File: config.mk
export PLATFORM = sky130hd
export DESIGN_NAME = scbd_top
export DESIGN_NICKNAME = d
export VERILOG_FILES = /design/src/verilog/scbd_top.v /design/src/verilog/scbd_decode.v /design/src/verilog/scbd_direction.v
export VERILOG_INCLUDE_DIRS = /design/src /design/src/verilog
export SDC_FILE = /design/constraint.sdc
export NUM_CORES = 1
export LEC_CHECK = 0
export ABC_CLOCK_PERIOD_IN_PS = 1800
export BUFFER_PORTS_ARGS = -buffer_cell sky130_fd_sc_hd__buf_2
export CORE_ASPECT_RATIO = 0.5
export CORE_UTILIZATION = 40
export DETAILED_ROUTE_END_ITERATION = 8
export HOLD_SLACK_MARGIN = 0.05
export PLACE_DENSITY = 0.68
export SLEW_MARGIN = 10
export SYNTH_ARGS = -nofsm -noshare
export SYNTH_HDL_FRONTEND = slang
export SYNTH_HIERARCHICAL = 1
export SYNTH_SLANG_ARGS = --single-unit
export TNS_END_PERCENT = 20
File: constraint.sdc
create_clock -name clk_sys_in -period 1.8 [get_ports clk_sys_in]
set_input_delay 0.27 -clock clk_sys_in [delete_from_list [all_inputs] [get_ports clk_sys_in]]
set_output_delay 0.27 -clock clk_sys_in [all_outputs]
set_load 0.01 [all_outputs]
File: src/verilog/scbd_consts.vh
`ifndef SCBD_CONSTS_VH
`define SCBD_CONSTS_VH
// I/O port addresses of the configuration block
`define SCBD_ADDR_RAM_UPPER 8'hEA
`define SCBD_ADDR_RAM_LOWER 8'hEB
`define SCBD_ADDR_ROM_LIMIT 8'hEC
`define SCBD_ADDR_SYS_CFG 8'hED
// Reset values
`define SCBD_BOUND_RESET 8'hFF
`define SCBD_CFG_RESET 8'h00
// Configuration bit positions
`define SCBD_BIT_CHAIN_ORDER 6
`define SCBD_BIT_ROM_DISABLE 5
`define SCBD_BIT_EMULATOR 2
`define SCBD_BIT_TIMER_PINS 0
// Writable configuration bits; reserved bits read as zero
`define SCBD_CFG_WMASK 8'h65
// Address field compared against the boundary registers
`define SCBD_ADDR_HI 19
`define SCBD_ADDR_LO 12
// Transaction type codes
`define SCBD_TR_IDLE 4'h0
`define SCBD_TR_IO_WR_ON 4'h1
`define SCBD_TR_IO_RD_ON 4'h2
`define SCBD_TR_IO_WR_OFF 4'h3
`define SCBD_TR_IO_RD_OFF 4'h4
`define SCBD_TR_MEM_WR 4'h5
`define SCBD_TR_MEM_RD 4'h6
`define SCBD_TR_REFRESH 4'h7
`define SCBD_TR_ACK_ON 4'h8
`define SCBD_TR_ACK_OFF 4'h9
// Data bus direction codes
`define SCBD_DIR_FLOAT 2'h0
`define SCBD_DIR_IN 2'h1
`define SCBD_DIR_OUT 2'h2
`endif

File: src/verilog/scbd_top.v
// Overview of operation
// - Reset loads ROM limit and both RAM bounds with all ones.
// - ROM region always begins at address zero.
// - On overlap RAM select stays inactive; ROM select asserts unless bit 5 is set.
// - ROM select when address bits 19..12 not above ROM limit.
// - RAM select when address bits lie within both RAM bounds inclusive.
// - Bit 6 orders chain: one timer first, zero serial first; resets 0.
// - Bit 5 forces ROM select inactive high; resets to zero.
// - Bit 2 enables emulator mode reversing some bus directions; resets 0.
// - Bit 0 gives parallel port one pins to the timer unit.
// - Master, emulator off: drive writes, input reads, float on-chip reads.
// - Master, emulator on: drive on-chip reads and on-chip acknowledges outward.
// - Master, emulator off: float on-chip acknowledge, input off-chip acknowledge.
// - External master: float off-chip, writes, refresh; input reads; drive on-chip writes.
// - External master: drive on-chip acknowledge, input off-chip acknowledge.
`timescale 1ns/1ps
`default_nettype none
`include "scbd_consts.vh"
module scbd_top #(
    parameter AW = 8
) (
    input wire clk_sys_in,
    input wire rstn_in,
    input wire clk_en_in,
    input wire [7:0] io_addr_in,
    input wire [7:0] io_wdata_in,
    input wire io_wr_in,
    input wire io_rd_in,
    input wire [19:0] mem_addr_in,
    input wire mem_cycle_in,
    input wire [3:0] trans_in,
    input wire bus_master_in,
    input wire timer_chain_req_in,
    input wire serial_chain_req_in,
    input wire chain_enable_in,
    input wire [7:0] port_one_pins_in,
    input wire [7:0] timer_pins_in,
    input wire [7:0] port_one_dir_in,
    output reg [7:0] io_rdata_out,
    output reg io_rvalid_out,
    output reg rom_select_n_out,
    output reg ram_select_n_out,
    output reg [1:0] data_dir_out,
    output reg data_oe_n_out,
    output reg timer_chain_en_out,
    output reg serial_chain_en_out,
    output reg chain_enable_out,
    output reg [7:0] port_one_out,
    output reg [7:0] port_one_oe_n_out,
    output reg [7:0] timer_pins_out,
    output reg emulator_mode_flag_out,
    output reg [7:0] system_configuration_out
);
    // Boundary registers and configuration
    reg [AW-1:0] rom_limit_reg;
    reg [AW-1:0] ram_lower_bound_reg;
    reg [AW-1:0] ram_upper_bound_reg;
    reg [7:0] system_configuration;
    wire rom_hit;
    wire ram_hit;
    wire [1:0] dir_now;
    wire chain_order;
    wire emulator_mode_flag;
    wire timer_pins_mode;
    reg [7:0] next_rdata;
    reg next_rvalid;
    reg next_timer_en;
    reg next_serial_en;
    reg next_chain_out;

    assign chain_order = system_configuration[`SCBD_BIT_CHAIN_ORDER];
    assign emulator_mode_flag = system_configuration[`SCBD_BIT_EMULATOR];
    assign timer_pins_mode = system_configuration[`SCBD_BIT_TIMER_PINS];

    // Register writes; reserved bits are masked so they always read zero
    always @(posedge clk_sys_in or negedge rstn_in) begin
        if (!rstn_in) begin
            rom_limit_reg <= {AW{1'b1}};
            ram_lower_bound_reg <= {AW{1'b1}};
            ram_upper_bound_reg <= {AW{1'b1}};
            system_configuration <= `SCBD_CFG_RESET;
        end else if (clk_en_in && io_wr_in) begin
            case (io_addr_in)
                `SCBD_ADDR_ROM_LIMIT: rom_limit_reg <= io_wdata_in[AW-1:0];
                `SCBD_ADDR_RAM_LOWER: ram_lower_bound_reg <= io_wdata_in[AW-1:0];
                `SCBD_ADDR_RAM_UPPER: ram_upper_bound_reg <= io_wdata_in[AW-1:0];
                `SCBD_ADDR_SYS_CFG: system_configuration <= io_wdata_in & `SCBD_CFG_WMASK;
                default: system_configuration <= system_configuration;
            endcase
        end
    end

    // Read mux; unmapped ports give no valid strobe
    always @* begin
        next_rdata = 8'h00;
        next_rvalid = 1'b0;
        if (io_rd_in) begin
            next_rvalid = 1'b1;
            case (io_addr_in)
                `SCBD_ADDR_ROM_LIMIT: next_rdata = rom_limit_reg;
                `SCBD_ADDR_RAM_LOWER: next_rdata = ram_lower_bound_reg;
                `SCBD_ADDR_RAM_UPPER: next_rdata = ram_upper_bound_reg;
                `SCBD_ADDR_SYS_CFG: next_rdata = system_configuration;
                default: next_rvalid = 1'b0;
            endcase
        end
    end

    // Address decode into region hits
    scbd_decode #(
        .AW(AW)
    ) u_decode (
        .addr_field_in(mem_addr_in[`SCBD_ADDR_HI:`SCBD_ADDR_LO]),
        .mem_cycle_in(mem_cycle_in),
        .rom_limit_in(rom_limit_reg),
        .ram_low_in(ram_lower_bound_reg),
        .ram_high_in(ram_upper_bound_reg),
        .rom_disable_in(system_configuration[`SCBD_BIT_ROM_DISABLE]),
        .rom_hit_out(rom_hit),
        .ram_hit_out(ram_hit)
    );

    scbd_direction u_direction (
        .trans_in(trans_in),
        .bus_master_in(bus_master_in),
        .emulator_in(emulator_mode_flag),
        .dir_out(dir_now)
    );

    // Daisy chain: the first unit passes enable only when idle
    always @* begin
        if (chain_order) begin
            next_timer_en = chain_enable_in;
            next_serial_en = chain_enable_in && !timer_chain_req_in;
            next_chain_out = next_serial_en && !serial_chain_req_in;
        end else begin
            next_serial_en = chain_enable_in;
            next_timer_en = chain_enable_in && !serial_chain_req_in;
            next_chain_out = next_timer_en && !timer_chain_req_in;
        end
    end

    // Registered outputs, one cycle behind their inputs
    always @(posedge clk_sys_in or negedge rstn_in) begin
        if (!rstn_in) begin
            io_rdata_out <= 8'h00;
            io_rvalid_out <= 1'b0;
            rom_select_n_out <= 1'b1;
            ram_select_n_out <= 1'b1;
            data_dir_out <= `SCBD_DIR_FLOAT;
            data_oe_n_out <= 1'b1;
            timer_chain_en_out <= 1'b0;
            serial_chain_en_out <= 1'b0;
            chain_enable_out <= 1'b0;
            port_one_out <= 8'h00;
            port_one_oe_n_out <= 8'hFF;
            timer_pins_out <= 8'h00;
            emulator_mode_flag_out <= 1'b0;
            system_configuration_out <= `SCBD_CFG_RESET;
        end else if (clk_en_in) begin
            io_rdata_out <= next_rdata;
            io_rvalid_out <= next_rvalid;
            // Selects are active low; high means inactive
            rom_select_n_out <= !rom_hit;
            ram_select_n_out <= !ram_hit;
            data_dir_out <= dir_now;
            data_oe_n_out <= (dir_now != `SCBD_DIR_OUT);
            timer_chain_en_out <= next_timer_en;
            serial_chain_en_out <= next_serial_en;
            chain_enable_out <= next_chain_out;
            emulator_mode_flag_out <= emulator_mode_flag;
            system_configuration_out <= system_configuration;
            if (timer_pins_mode) begin
                // Direction register is ignored in this mode
                timer_pins_out <= port_one_pins_in;
                port_one_out <= timer_pins_in;
                port_one_oe_n_out <= port_one_dir_in & 8'h00;
            end else begin
                timer_pins_out <= 8'h00;
                port_one_out <= 8'h00;
                port_one_oe_n_out <= 8'hFF;
            end
        end
    end
endmodule // scbd_top
`default_nettype wire

File: src/verilog/scbd_decode.v
`timescale 1ns/1ps
`default_nettype none
`include "scbd_consts.vh"
module scbd_decode #(
    parameter AW = 8
) (
    input wire [AW-1:0] addr_field_in,
    input wire mem_cycle_in,
    input wire [AW-1:0] rom_limit_in,
    input wire [AW-1:0] ram_low_in,
    input wire [AW-1:0] ram_high_in,
    input wire rom_disable_in,
    output wire rom_hit_out,
    output wire ram_hit_out
);
    // Region compares; ROM starts at zero so only the top is checked
    wire rom_in_range;
    wire ram_in_range;
    assign rom_in_range = mem_cycle_in && (addr_field_in <= rom_limit_in);
    assign ram_in_range = mem_cycle_in && (addr_field_in >= ram_low_in) && (addr_field_in <= ram_high_in);
    assign rom_hit_out = rom_in_range && !rom_disable_in;
    assign ram_hit_out = ram_in_range && !rom_in_range;
endmodule // scbd_decode
`default_nettype wire

File: src/verilog/scbd_direction.v
`timescale 1ns/1ps
`default_nettype none
`include "scbd_consts.vh"
module scbd_direction (
    input wire [3:0] trans_in,
    input wire bus_master_in,
    input wire emulator_in,
    output reg [1:0] dir_out
);
    // Direction table for both mastership cases
    always @* begin
        dir_out = `SCBD_DIR_FLOAT;
        if (bus_master_in) begin
            case (trans_in)
                `SCBD_TR_IO_WR_ON, `SCBD_TR_IO_WR_OFF, `SCBD_TR_MEM_WR: dir_out = `SCBD_DIR_OUT;
                `SCBD_TR_IO_RD_OFF, `SCBD_TR_MEM_RD: dir_out = `SCBD_DIR_IN;
                `SCBD_TR_IO_RD_ON: dir_out = emulator_in ? `SCBD_DIR_OUT : `SCBD_DIR_FLOAT;
                `SCBD_TR_ACK_ON: dir_out = emulator_in ? `SCBD_DIR_OUT : `SCBD_DIR_FLOAT;
                `SCBD_TR_ACK_OFF: dir_out = `SCBD_DIR_IN;
                default: dir_out = `SCBD_DIR_FLOAT;
            endcase
        end else begin
            case (trans_in)
                `SCBD_TR_IO_RD_ON, `SCBD_TR_MEM_RD: dir_out = `SCBD_DIR_IN;
                `SCBD_TR_IO_WR_ON: dir_out = `SCBD_DIR_OUT;
                `SCBD_TR_ACK_ON: dir_out = `SCBD_DIR_OUT;
                `SCBD_TR_ACK_OFF: dir_out = `SCBD_DIR_IN;
                default: dir_out = `SCBD_DIR_FLOAT;
            endcase
        end
    end
endmodule // scbd_direction
`default_nettype wire

==> flow_metrics.py <==
metrics = {
    "timing": {
        "maxSlewHeadroom_pct": 64.9,
        "worst_slew_pin_slew_ns": 0.513,
        "fmax_ghz": 0.570,
        "hold_viol": 0,
        "rsz0062_at_grt": "true",
        "min_period_ns": 1.75,
        "skew_ns": 0.00714,
        "drv_slew": 0,
        "setup_viol": 0,
        "finalCritPeriodShare_pct": 97.4,
        "setup_tns_ns": 0,
    },
    "worst_hold_path": {
        "worstHoldPathType": "in -> reg",
    },
    "global_routing": {
        "grt_start_max_net_pins": 67,
        "overflow": 0,
        "grt_pass1_wl_um": 14100,
        "grt_usage_pct": 18.4,
        "antenna_found_initial": 1,
        "grt_pass1_vias": 2818,
    },
    "routing": {
        "wire_per_inst_um": 14.5,
        "drt-pass1-iter-count": 4,
        "vias": 2878,
        "drc": 0,
        "finalWirelength_um": 8270,
        "vias_per_cell": 5.04,
        "ant_nets": 0,
        "drtIter0Drc": 119,
    },
    "yosys": {
        "yosys_warnings": 6,
        "synth-edff-count": 0,
        "muxShareOfSynthArea_pct": 11.4,
        "synth_seq_cells": 66,
        "synth_compound_area_share_pct": 13.3,
        "ys_dominant_reg_cell": "dfrtp_1",
        "synth_top_area_share_pct": 25.0,
        "async_flop_share_pct": 100,
        "synth_top_family_by_area": "simple AND/OR/NAND/NOR gates",
        "seq_area_frac_synth_pct": 44.3,
        "yosys.area_share.simple_pct": 13.7,
        "synth_cell_type_count": 54,
        "yosysTopAreaCell": "dfrtp_1",
        "syn_avg_cell_area_um2": 10.9,
        "synth-xor-area-share_pct": 0,
        "synth_area_leaders": "dfrtp_1 25%, dfstp_2 19%, mux2_2 11%",
        "synth_common_cells": "47 x inv_1, 38 x dfrtp_1, 36 x mux2_2, 28 x dfstp_2, 25 x o21ai_0",
        "post-synth-top-count-cell": "inv_1",
        "synth.cell_area_um2": 3800,
        "netlist_instances": 348,
        "synth_fa_ha_area_share_pct": 7.89,
    },
    "worst_setup_path": {
        "arrival_ns": 2.01,
        "setup.worst_path.class": "reg -> reg",
        "cp-end-kind": "flop",
        "cp_max_fo": 2,
        "worstSetupStartpointType": "flop",
        "crit_required_ns": 2.05,
    },
    "floorplan": {
        "rows": 24,
        "start_util_pct": 42.5,
        "die_w_um": 140,
        "core_area_um2": 8950,
        "fp.dieH_um": 71.0,
        "dieArea_um2": 9930,
        "pin_count": 124,
    },
    "clock_tree": {
        "cts_root_buf": "clkbuf_16",
        "clk_latency_ns": 0.32,
        "cts_tree": "built",
        "cts_max_path_buffers": 2,
        "path_clk_slew_ns": 0.05,
        "cts_buffers": 9,
        "cts_max_level": 3,
        "clock_sinks": 66,
    },
    "run_status": {
        "outcome": "finished clean",
    },
    "layout": {
        "finalNetCount": 547,
        "drive_gt1_share_pct": 48.5,
        "area_growth_syn_to_layout_pct": 24.9,
        "diodes": 0,
        "finalNonFillerCells": 571,
        "num-fill-cells": 807,
    },
    "placement": {
        "dp_cells": 553,
        "portBuffers": 99,
        "gp_congestion": 0.797,
        "dp_hpwl_um": 6170,
    },
    "flow_run": {
        "maxCapViolCount": 0,
    },
    "power_and_ir_drop": {
        "p_leak_nw": 2.23,
        "p_per_area_nw_per_um2": 751,
        "ir_drop_v": 0.000407,
    },
}
-- per-layer routing --
metal	up-vias	track usage, %	routed length [um]	share of wire, %
met5	-	0	0	0
met4	0	5.86	76	0.92
met3	7	5.55	373	4.5
met2	59	29.1	3700	45
met1	1392	24.3	4120	50
li1	1420	-	-	-
-- kinds of logic (layout without fill, tap and decap cells) --
family | after synthesis | in the layout
AOI/OAI and AO/OA | 70 | 70
DFF | 66 | 66
muxes | 38 | 38
and+or+nand+nor | 74 | 74
adders and majority gates | 24 | 24
buffers and inverters | 75 | 178
other | 1 | 4
-- worst max-delay path, stage by stage, from the launching register on --
cell       delay [ns]
dfstp_2          0.56
ha_4             0.20
nand2b_4         0.14
a2111oi_4        0.32
o31ai_2          0.11
o2111a_1         0.24
o21ai_1          0.13
-- path summary, 6_finish.rpt --
path                                        startpoint  slack [ns]  cells after the start          endpoint
max in group asynchronous                      rstn_in        0.96                      3  rom_limit_reg[4]
worst min register to register        ram_select_n_out        0.47                      2  ram_select_n_out
worst min-delay path               serial_chain_req_in        0.16                      2  chain_enable_out
min in group asynchronous                      rstn_in        0.46                      3   data_dir_out[0]
worst max-delay path            ram_lower_bound_reg[0]        0.05                      6  ram_select_n_out
worst max register to register  ram_lower_bound_reg[0]        0.05                      6  ram_select_n_out
-- cell usage in the layout (no fill, tap or decap), drive strengths merged, types with 2 or more instances in the layout --
cell type  Yosys  final
a2111oi        4      4
a21oi         11     11
a221oi         2      2
a22oi          4      4
a41oi          2      2
and2b          2      2
and3           2      2
and4b          7      7
and4bb         3      3
buf           21    114
clkbuf         7     11
clkinv         0      3
clkinvlp       0      2
conb           1      4
dfrtp         38     38
dfstp         28     28
ha            24     24
inv           47     47
mux2          38     38
nand2         18     18
nand2b         3      3
nand3         17     17
nand4          7      7
nand4b         2      2
nor2           4      4
nor2b          3      3
nor3b          2      2
o21ai         26     26
o31ai         10     10
-- timing repair --
| action | 4_1_cts | 5_1_grt |
|---|---|---|
| resized for setup | 4 | 5 |
| cloned | 0 | 0 |
| pin swaps | 4 | 6 |
| hold buffers | 1 | 0 |
| endpoints found under the setup margin | 2 | 2 |
| setup buffers | 1 | 0 |
| hold endpoints to repair | 38 | 0 |
-- power by group --
part	internal [mW]	leakage, nW	switching [mW]
sequential	1.55	0.815	0.0296
clock	0.960	0.131	0.596
combinational	0.193	1.28	0.244
-- metrics by stage --
step	hold WS [ns]	power, mW	area [um2]	setup slack, ns	utilization [%]
after floorplan	-0.0256	1.84	3810	0.0937	-
after global placement	0.313	2.02	4400	-0.0227	49.2
after detailed placement	0.316	2.03	4400	-0.0491	49.2
after CTS	0.145	3.62	4720	0.00339	52.7
after global routing	0.147	3.76	4750	-0.0501	53.1
final	0.158	3.57	4750	0.0460	53.1
-- final cells by class --
| cell class | instances | area (um2) | share of cell area [%] |
|---|---|---|---|
| sequential | 66 | 1690 | 35.5 |
| clock buffer | 11 | 243 | 5.11 |
| inverter | 47 | 176 | 3.71 |
| timing repair buffer | 115 | 634 | 13.4 |
| tap | 117 | 146 | 3.08 |
| multi-input combinational | 210 | 1830 | 38.6 |
| clock inverter | 5 | 30.0 | 0.632 |
Power figures use the tool's default switching activity.
